`config.mk`:
```
export PLATFORM = sky130hd
export DESIGN_NAME = mis_irq_seq
export DESIGN_NICKNAME = d
export VERILOG_FILES = /design/src/rtl/mis_pkg.sv /design/src/rtl/mis_edge_latch.sv /design/src/rtl/mis_cyc_cnt.sv /design/src/rtl/mis_irq_seq.sv
export SDC_FILE = /design/constraint.sdc
export NUM_CORES = 1
export LEC_CHECK = 0
export BUFFER_PORTS_ARGS = -buffer_cell sky130_fd_sc_hd__buf_4
export CAP_MARGIN = 25
export CORE_MARGIN = 2
export CORE_UTILIZATION = 40
export CTS_CLUSTER_DIAMETER = 30
export DETAILED_ROUTE_END_ITERATION = 8
export PLACE_DENSITY = 0.78
export SLEW_MARGIN = 0
export SYNTH_ARGS = -nofsm -noshare
export SYNTH_HDL_FRONTEND = slang
export SYNTH_SLANG_ARGS = --single-unit
```
`constraint.sdc`:
```
create_clock -name pclk -period 3.95 [get_ports pclk]
set_clock_uncertainty 0.05 [all_clocks]
set_input_delay 0.79 -clock pclk [delete_from_list [all_inputs] [get_ports pclk]]
set_output_delay 0.79 -clock pclk [all_outputs]
set_load 0.01 [all_outputs]
```
`src/rtl/mis_pkg.sv`:
```
package mis_pkg;
    localparam int APB_AW = 8;
    localparam logic [7:0] OFS_OPTION = 8'h00;
    localparam logic [7:0] OFS_TCTRL = 8'h04;
    localparam logic [7:0] OFS_STATUS = 8'h08;
    localparam logic [7:0] OFS_MASK = 8'h0C;
    localparam logic [7:0] OFS_STATE = 8'h10;
    localparam int OPT_CLK_BIT = 7;
    localparam int TC_FLAG_BIT = 7;
    localparam int TC_INHIBIT_BIT = 6;
    localparam logic [7:0] OPTION_RST = 8'h00;
    localparam logic TC_FLAG_RST = 1'b0;
    localparam logic TC_INHIBIT_RST = 1'b1;
    localparam int STAT_W = 4;
    localparam int ST_EXT = 0;
    localparam int ST_TMR = 1;
    localparam int ST_TRAP = 2;
    localparam int ST_RET = 3;
    localparam int CNT_W = 4;
    localparam logic [3:0] SEQ_CYCLES = 4'hB;
    localparam logic [3:0] PUSH_CYCLES = 4'h5;
    localparam logic [3:0] IMASK_CYCLE = 4'h5;
    localparam logic [3:0] POP_CYCLES = 4'h5;
    localparam int VEC_W = 16;
    localparam logic [15:0] VEC_EXT_DEF = 16'h0000;
    localparam logic [15:0] VEC_TMR_DEF = 16'h0002;
    localparam logic [15:0] VEC_TRAP_DEF = 16'h0004;
    typedef enum logic [1:0] {
        MIS_IDLE = 2'b00,
        MIS_STACK = 2'b01,
        MIS_UNSTACK = 2'b10
    } mis_state_e;
    typedef enum logic [1:0] {
        SRC_EXT = 2'b00,
        SRC_TMR = 2'b01,
        SRC_TRAP = 2'b10
    } mis_src_e;
endpackage

```
`src/rtl/mis_edge_latch.sv`:
```
`timescale 1ns/100ps
module mis_edge_latch
    import mis_pkg::*;
(
    input wire logic pclk,
    input wire logic presetn,
    input wire logic pin_async,
    input wire logic clr,
    output logic level,
    output logic fall,
    output logic pend
);
    logic s1_q, s2_q, armed_q, armed_d, pend_q, pend_d;

    assign level = s2_q;
    assign pend = pend_q;
    // falling edge only once the high level was seen
    assign fall = armed_q & ~s2_q;

    always_comb begin
        armed_d = armed_q;
        if (s2_q) begin
            armed_d = 1'b1;
        end else if (fall) begin
            armed_d = 1'b0;
        end
        // set wins over clear
        pend_d = fall | (pend_q & ~clr);
    end

    always_ff @(posedge pclk or negedge presetn) begin
        if (!presetn) begin
            s1_q <= 1'b1;
            s2_q <= 1'b1;
            armed_q <= 1'b0;
            pend_q <= 1'b0;
        end else begin
            s1_q <= pin_async;
            s2_q <= s1_q;
            armed_q <= armed_d;
            pend_q <= pend_d;
        end
    end
endmodule

```
`src/rtl/mis_cyc_cnt.sv`:
```
`timescale 1ns/100ps
module mis_cyc_cnt
    import mis_pkg::*;
#(
    parameter int W = CNT_W
) (
    input wire logic pclk,
    input wire logic presetn,
    input wire logic start,
    input wire logic [W-1:0] len,
    output logic [W-1:0] cnt,
    output logic busy,
    output logic last
);
    logic [W-1:0] cnt_q, cnt_d;
    logic busy_q, busy_d;

    assign cnt = cnt_q;
    assign busy = busy_q;
    assign last = busy_q && (cnt_q == W'(len - W'(1)));

    always_comb begin
        cnt_d = cnt_q;
        busy_d = busy_q;
        if (start) begin
            cnt_d = '0;
            busy_d = 1'b1;
        end else if (last) begin
            busy_d = 1'b0;
        end else if (busy_q) begin
            cnt_d = W'(cnt_q + W'(1));
        end
    end

    always_ff @(posedge pclk or negedge presetn) begin
        if (!presetn) begin
            cnt_q <= '0;
            busy_q <= 1'b0;
        end else begin
            cnt_q <= cnt_d;
            busy_q <= busy_d;
        end
    end
endmodule

```
`src/rtl/mis_irq_seq.sv`:
```
// Contract
// - three sources: pin, timer, trap
// - take: suspend, push, mask, vector, run
// - stack, mask, vector take 11 cycles
// - return pops state, resumes program
// - requests wait for instruction end
// - check pending requests at instruction end
// - masked requests stay latched
// - external before timer
// - trap ignores interrupt mask
// - hardware requests served before trap
// - sync pin, latch falling edge
// - option bit 7 picks oscillator
// - programming level forces crystal
// - zero count sets flag, software clears
// - inhibit bit blocks timer, reset sets
//
// The APB interface to the registers and the address map were decided locally.
`timescale 1ns/100ps
module mis_irq_seq
    import mis_pkg::*;
#(
    parameter logic [VEC_W-1:0] VEC_EXT = VEC_EXT_DEF,
    parameter logic [VEC_W-1:0] VEC_TMR = VEC_TMR_DEF,
    parameter logic [VEC_W-1:0] VEC_TRAP = VEC_TRAP_DEF
) (
    input wire logic pclk,
    input wire logic presetn,
    input wire logic psel,
    input wire logic penable,
    input wire logic pwrite,
    input wire logic [APB_AW-1:0] paddr,
    input wire logic [31:0] pwdata,
    output logic [31:0] prdata,
    output logic pready,
    output logic pslverr,
    input wire logic int_n_pin,
    input wire logic timer_pin,
    input wire logic programming_high_level,
    input wire logic count_zero,
    input wire logic instr_done,
    input wire logic soft_trap_instr,
    input wire logic trap_return_instr,
    input wire logic cc_imask,
    output logic core_suspend,
    output logic push_strobe,
    output logic imask_set,
    output logic vec_fetch,
    output logic [VEC_W-1:0] vector_addr,
    output logic handler_start,
    output logic pop_strobe,
    output logic resume,
    output logic timer_pin_tick,
    output logic osc_rc_sel,
    output logic irq
);
    mis_state_e state_q, state_d;
    mis_src_e src_q, src_d;
    logic [VEC_W-1:0] vec_q, vec_d;
    logic trap_q, trap_d;
    logic ext_pend, ext_clr, timer_req, take, ret_go;
    logic hv1_q, hv2_q, osc_q, osc_d;
    logic [7:0] option_q, option_d;
    logic flag_q, flag_d, inhib_q, inhib_d;
    logic [STAT_W-1:0] stat_q, stat_d, mask_q, mask_d, ev;
    logic [31:0] rdata_q, rdata_d;
    logic [CNT_W-1:0] cnt;
    logic cnt_busy, cnt_last;
    logic wr, rd_setup, hit;

    mis_edge_latch u_ext (
        .pclk(pclk),
        .presetn(presetn),
        .pin_async(int_n_pin),
        .clr(ext_clr),
        .level(),
        .fall(),
        .pend(ext_pend)
    );

    mis_edge_latch u_tpin (
        .pclk(pclk),
        .presetn(presetn),
        .pin_async(timer_pin),
        .clr(1'b1),
        .level(),
        .fall(timer_pin_tick),
        .pend()
    );

    mis_cyc_cnt #(.W(CNT_W)) u_cnt (
        .pclk(pclk),
        .presetn(presetn),
        .start(take | ret_go),
        .len((state_q == MIS_UNSTACK) ? POP_CYCLES : SEQ_CYCLES),
        .cnt(cnt),
        .busy(cnt_busy),
        .last(cnt_last)
    );

    // timer request reaches the core only while not inhibited
    assign timer_req = flag_q & ~inhib_q;
    // boundary check; hardware first while unmasked, trap regardless of mask
    assign take = (state_q == MIS_IDLE) && instr_done &&
        ((!cc_imask && (ext_pend || timer_req)) || trap_q);
    assign ret_go = (state_q == MIS_IDLE) && !take && trap_return_instr;
    assign ext_clr = take && !cc_imask && ext_pend;

    always_comb begin
        state_d = state_q;
        src_d = src_q;
        vec_d = vec_q;
        trap_d = trap_q | soft_trap_instr;
        if (take) begin
            state_d = MIS_STACK;
            if (!cc_imask && ext_pend) begin
                src_d = SRC_EXT;
                vec_d = VEC_EXT;
            end else if (!cc_imask && timer_req) begin
                src_d = SRC_TMR;
                vec_d = VEC_TMR;
            end else begin
                src_d = SRC_TRAP;
                vec_d = VEC_TRAP;
                trap_d = soft_trap_instr;
            end
        end else if (ret_go) begin
            state_d = MIS_UNSTACK;
        end else if (cnt_last) begin
            state_d = MIS_IDLE;
        end
        case (state_q)
            MIS_IDLE, MIS_STACK, MIS_UNSTACK: begin
            end
            default: begin
                state_d = MIS_IDLE;
            end
        endcase
    end

    always_ff @(posedge pclk or negedge presetn) begin
        if (!presetn) begin
            state_q <= MIS_IDLE;
            src_q <= SRC_EXT;
            vec_q <= '0;
            trap_q <= 1'b0;
        end else begin
            state_q <= state_d;
            src_q <= src_d;
            vec_q <= vec_d;
            trap_q <= trap_d;
        end
    end

    assign vector_addr = vec_q;
    assign core_suspend = state_q != MIS_IDLE;
    assign push_strobe = (state_q == MIS_STACK) && (cnt < PUSH_CYCLES);
    assign imask_set = (state_q == MIS_STACK) && (cnt == IMASK_CYCLE);
    assign vec_fetch = (state_q == MIS_STACK) && (cnt > IMASK_CYCLE);
    assign handler_start = (state_q == MIS_STACK) && cnt_last;
    assign pop_strobe = state_q == MIS_UNSTACK;
    assign resume = (state_q == MIS_UNSTACK) && cnt_last;

    // oscillator selection
    always_comb begin
        osc_d = option_q[OPT_CLK_BIT] & ~hv2_q;
    end

    always_ff @(posedge pclk or negedge presetn) begin
        if (!presetn) begin
            hv1_q <= 1'b0;
            hv2_q <= 1'b0;
            osc_q <= 1'b0;
        end else begin
            hv1_q <= programming_high_level;
            hv2_q <= hv1_q;
            osc_q <= osc_d;
        end
    end
    assign osc_rc_sel = osc_q;

    // register bus
    assign wr = psel & penable & pwrite;
    assign rd_setup = psel & ~penable & ~pwrite;
    assign hit = (paddr == OFS_OPTION) || (paddr == OFS_TCTRL) || (paddr == OFS_STATUS) ||
        (paddr == OFS_MASK) || (paddr == OFS_STATE);
    assign pready = 1'b1;
    assign pslverr = psel & penable & ~hit;
    assign ev = {resume, handler_start && src_q == SRC_TRAP,
        handler_start && src_q == SRC_TMR, handler_start && src_q == SRC_EXT};

    always_comb begin
        option_d = option_q;
        inhib_d = inhib_q;
        mask_d = mask_q;
        flag_d = flag_q;
        stat_d = stat_q;
        rdata_d = rdata_q;
        if (wr && paddr == OFS_OPTION) begin
            option_d = pwdata[7:0];
        end
        if (wr && paddr == OFS_TCTRL) begin
            inhib_d = pwdata[TC_INHIBIT_BIT];
            flag_d = flag_q & pwdata[TC_FLAG_BIT];
        end
        if (wr && paddr == OFS_MASK) begin
            mask_d = pwdata[STAT_W-1:0];
        end
        if (wr && paddr == OFS_STATUS) begin
            stat_d = stat_q & ~pwdata[STAT_W-1:0];
        end
        // set wins over clear
        flag_d = flag_d | count_zero;
        stat_d = stat_d | ev;
        if (rd_setup) begin
            rdata_d = '0;
            case (paddr)
                OFS_OPTION: rdata_d[7:0] = option_q;
                OFS_TCTRL: begin
                    rdata_d[TC_FLAG_BIT] = flag_q;
                    rdata_d[TC_INHIBIT_BIT] = inhib_q;
                end
                OFS_STATUS: rdata_d[STAT_W-1:0] = stat_q;
                OFS_MASK: rdata_d[STAT_W-1:0] = mask_q;
                OFS_STATE: rdata_d[6:0] = {state_q, osc_q, cc_imask, trap_q, timer_req, ext_pend};
                default: rdata_d = '0;
            endcase
        end
    end

    always_ff @(posedge pclk or negedge presetn) begin
        if (!presetn) begin
            option_q <= OPTION_RST;
            flag_q <= TC_FLAG_RST;
            inhib_q <= TC_INHIBIT_RST;
            stat_q <= '0;
            mask_q <= '0;
            rdata_q <= '0;
        end else begin
            option_q <= option_d;
            flag_q <= flag_d;
            inhib_q <= inhib_d;
            stat_q <= stat_d;
            mask_q <= mask_d;
            rdata_q <= rdata_d;
        end
    end
    assign prdata = rdata_q;
    assign irq = |(stat_q & mask_q);

    // checks
    AST_SEQ_LEN: assert property (@(posedge pclk) disable iff (!presetn)
        take |-> ##11 handler_start) else $error("sequence length wrong");
    AST_IMASK_AT: assert property (@(posedge pclk) disable iff (!presetn)
        take |-> !imask_set [*6] ##1 imask_set) else $error("mask not set in time");
    AST_EXT_FIRST: assert property (@(posedge pclk) disable iff (!presetn)
        take && !cc_imask && ext_pend && timer_req |=> src_q == SRC_EXT)
        else $error("timer served before external");
    AST_MASKED_HOLD: assert property (@(posedge pclk) disable iff (!presetn)
        state_q == MIS_IDLE && instr_done && cc_imask && !trap_q |-> !take)
        else $error("masked request taken");
    AST_PEND_KEEP: assert property (@(posedge pclk) disable iff (!presetn)
        ext_pend && !ext_clr |=> ext_pend) else $error("pending request lost");
    AST_TRAP_ANY: assert property (@(posedge pclk) disable iff (!presetn)
        state_q == MIS_IDLE && instr_done && trap_q |-> take) else $error("trap not taken");
    AST_TRAP_LAST: assert property (@(posedge pclk) disable iff (!presetn)
        take && !cc_imask && (ext_pend || timer_req) |=> src_q != SRC_TRAP)
        else $error("trap before hardware");
    AST_BOUNDARY: assert property (@(posedge pclk) disable iff (!presetn)
        take |-> instr_done) else $error("taken mid instruction");
    AST_RETURN: assert property (@(posedge pclk) disable iff (!presetn)
        ret_go |-> ##1 pop_strobe [*5] ##0 resume) else $error("return sequence wrong");
    AST_OSC_XTAL: assert property (@(posedge pclk) disable iff (!presetn)
        hv2_q |=> !osc_rc_sel) else $error("crystal not forced");
    AST_TMR_BLOCK: assert property (@(posedge pclk) disable iff (!presetn)
        inhib_q && !ext_pend && !trap_q |-> !take) else $error("inhibited timer taken");
    AST_FLAG_SET: assert property (@(posedge pclk) disable iff (!presetn)
        count_zero |=> flag_q) else $error("flag not set");
    AST_PUSH_FIRST: assert property (@(posedge pclk) disable iff (!presetn)
        take |=> core_suspend && push_strobe && cnt == '0)
        else $error("stacking did not start");
    AST_VEC_HOLD: assert property (@(posedge pclk) disable iff (!presetn)
        state_q == MIS_STACK |=> $stable(vector_addr))
        else $error("vector changed while stacking");
    AST_HANDLER_IDLE: assert property (@(posedge pclk) disable iff (!presetn)
        handler_start |=> !core_suspend)
        else $error("core still suspended after handler start");
    AST_RESUME_IDLE: assert property (@(posedge pclk) disable iff (!presetn)
        resume |=> !core_suspend && !pop_strobe)
        else $error("core still suspended after resume");
    AST_TRAP_HOLD: assert property (@(posedge pclk) disable iff (!presetn)
        soft_trap_instr |=> trap_q)
        else $error("trap request not held");
    AST_TMR_NEXT: assert property (@(posedge pclk) disable iff (!presetn)
        take && !cc_imask && !ext_pend && timer_req |=> src_q == SRC_TMR)
        else $error("timer request not served");
    AST_OSC_RC: assert property (@(posedge pclk) disable iff (!presetn)
        !hv2_q && option_q[OPT_CLK_BIT] |=> osc_rc_sel)
        else $error("rc oscillator not selected");
    AST_TICK_ONE: assert property (@(posedge pclk) disable iff (!presetn)
        timer_pin_tick |=> !timer_pin_tick)
        else $error("timer pin edge seen twice");

    COV_EXT: cover property (@(posedge pclk) disable iff (!presetn) take && ext_pend);
    COV_TMR: cover property (@(posedge pclk) disable iff (!presetn) ##1 src_q == SRC_TMR);
    COV_TRAP: cover property (@(posedge pclk) disable iff (!presetn) take && cc_imask);
    COV_RET: cover property (@(posedge pclk) disable iff (!presetn) resume);
    COV_NEST: cover property (@(posedge pclk) disable iff (!presetn) take && cc_imask && timer_req);
endmodule

```
==> results.yml <==
timing:
  worst-slew-pin-transition_ns: 0.5884
  finalHoldViolations: 0
  setup_tns_ns: 0
  max_freq_ghz: 0.3486
  max-slew-margin-rel_pct: 60.77
  hold_ws_ns: 0.3090
  report.final.slew_viol_count: 0
  rsz0062_at_grt: "false"
  post-route-period-util_pct: 72.63
  period_minus_slack_ns: 2.869
  setup_viol: 0
  worst_slack_ns: 1.081
final_layout:
  final_layout_size_suffix_gt1_share_pct: 28.62
  area_growth_pct: 14.19
  final_cell_mix: "buf_4 (50), dfrtp_1 (41), conb_1 (39)"
  fillers: 619
  antenna_cells: 0
  final_common_cell: "buf_4"
  nNetsFinal: 352
yosys:
  seq_area_frac_synth_pct: 45.28
  synthArstFlopShare_pct: 100.0
  synth_area_sq_um: 2556
  ys_types: 43
  yosysTopAreaCell: "dfrtp_1"
  ys_ff_latch: 46
  yosysTopAreaCellShare_pct: 40.14
  syn_inst: 250
  synth_area_leaders: "dfrtp_1 (40%), buf_4 (12%), dfstp_2 (5.1%)"
  synth_edf_count: 0
  post_synth.cell_area_avg_sq_um: 10.22
  synthFlopType: "dfrtp_1"
  yosys_warnings: 0
clock_network:
  cts_tree: "yes"
  path_clk_slew_ns: 0.09
  root_buffer: "clkbuf_8"
  h-tree-depth: 2
  cts_setup_buffers: 0
  post_cts_resized: 0
  clock_sinks: 46
  postCtsHoldBufs: 0
  clk_latency_ns: 0.30
  clk_path_buf_depth: 2
  cts_buffers: 5
hold_path:
  worstHoldPathType: "flip-flop to flip-flop"
  min_to: "u_tpin.level"
  hold_path_depth: 0
  min-delay-start: "u_tpin.s1_q"
routing:
  routed_wl_mm: 5.188
  drcViolationCount: 0
  drt_pass1_iterations: 4
  drt-initial-drc-count: 76
  vias: 1860
  routedWlPerCell_um: 13.87
  wl_met3_um: 272
  top_layer: "met4"
  ant_nets: 0
  met2_wirelength_mm: 2.507
  vias_per_cell: 4.973
  wl_met1_mm: 2.286
critical_path:
  cp-end-kind: "primary output"
  r2r_slack_ns: 2.10
  r2r_start: "state_q[0]"
  worst_setup_path_startpoint: "state_q[0]"
  critPathKind: "flip-flop to primary output"
  required_ns: 3.11
  crit_path_max_fanout: 8
  rr_worst_depth: 4
  reg2reg_to: "stat_q[1]"
  critPathArrivalTime_ns: 2.03
  start_kind: "flip-flop"
floorplanning:
  core_area_sq_um: 6277
  die_area_sq_um: 7046
  rows: 29
  initial_core_util_pct: 40.72
  die_width_um: 83.94
  fp.dieH_um: 83.94
  ios: 113
global_routing:
  grt_max_degree: 47
  grt_usage_pct: 15.04
  grt_antenna_before_repair: 0
  grt_pass1_wl_mm: 8.466
  grt_pass1_vias: 1823
  overflow: 0
status:
  outcome: "complete, no violations"
run:
  cap_violations: 0
power_and_ir_drop:
  peakVddDrop_v: 0.0002967
  p_leak_nw: 1.417
  power.density_nw_per_um2: 434.9
placement:
  portBuffers: 49
  hpwlAfterDp_mm: 3.892
  place.gp.congestion: 0.7673
  place_ws_ns: 1.013
==> how the worst max path moves through the flow <==
stage | end | slack, ns | cells past startpoint
after floorplan | option_q[0] | 1.43 | 5
after global placement | option_q[1] | 1.04 | 6
after detailed placement | option_q[3] | 1.01 | 6
after CTS | handler_start | 1.06 | 4
after global routing | handler_start | 0.92 | 4
final | handler_start | 1.08 | 4
==> sequential cells by signal (all words and copies together) (netlist names) <==
register        count
flag_q              1
hv1_q               1
hv2_q               1
inhib_q             1
mask_q              4
option_q            8
osc_rc_sel          1
prdata              8
stat_q              4
state_q             2
trap_q              1
u_cnt.busy          1
u_cnt.cnt           4
u_ext.armed_q       1
u_ext.level         1
u_ext.pend          1
u_ext.s1_q          1
u_tpin.armed_q      1
u_tpin.level        1
u_tpin.s1_q         1
vector_addr         2
==> metrics by stage <==
step	cell area, sq um	util, %	total power, mW	instances
floorplan	2695	-	0.8564	287
global placement	2829	45.07	0.9664	366
detailed placement	2829	45.07	0.9837	366
CTS	2919	46.50	1.275	374
global route	2919	46.50	1.351	374
finish	2919	46.50	1.269	374
==> synthesized netlist by cell type (2+ instances only) <==
library cell,instances
ha_1,3
nor2_1,12
a21oi_1,9
or4_1,2
mux2_2,8
and3_1,2
and2_1,4
a32o_1,2
dfstp_2,5
inv_1,9
mux2i_1,5
buf_4,40
nand2b_1,6
o21ai_0,15
clkbuf_1,7
a22oi_1,4
nand2_1,12
nor2b_1,8
dfrtp_1,41
nand4_1,5
nand3_1,13
mux2_4,8
a22o_1,5
conb_1,2
nor3_1,2
a31oi_1,2
a21o_1,3
==> layout make-up <==
| class | count | area [sq um] | share of cell area (%) |
|---|---|---|---|
| clock inverters | 3 | 21.27 | 0.7287 |
| flip-flops and latches | 46 | 1157 | 39.65 |
| repair buffers | 50 | 375.4 | 12.86 |
| multi-input cells | 184 | 1166 | 39.95 |
| inverters | 9 | 33.78 | 1.157 |
| well taps | 77 | 96.34 | 3.300 |
| clock buffers | 5 | 68.82 | 2.357 |
==> worst max-delay path, stage by stage, from the launching register on <==
cell	delay, ns
dfrtp_1	0.45
nand2b_1	0.30
or3_1	0.45
a211oi_2	0.35
buf_4	0.19
==> power breakdown <==
group          total [mW]  internal (mW)  switching (mW)
clock network       0.296          0.125           0.171
registers           0.614          0.533          0.0811
logic               0.359          0.156           0.203
total                1.27          0.814           0.455
==> routing by layer <==
layer	GRT usage, %	vias to the layer above
met2	25.09	68
met1	18.42	900
met3	3.363	11
met5	0	-
met4	7.185	0
li1	-	881
==> kinds of logic (layout without fill, tap and decap cells) <==
| logic type | count (synthesis) | count (layout) | share of synthesized area (%) |
|---|---|---|---|
| adders and majority gates | 3 | 3 | 1.469 |
| DFF | 46 | 46 | 45.28 |
| muxes | 21 | 21 | 10.18 |
| and+or+nand+nor | 73 | 73 | 15.81 |
| other | 2 | 39 | 0.2938 |
| xor gates and xnor gates | 1 | 1 | 0.3427 |
| AOI/OAI and AO/OA | 47 | 47 | 12.09 |
| buffers and inverters | 57 | 67 | 14.54 |
Note: power is estimated with default switching activity, not from simulation.
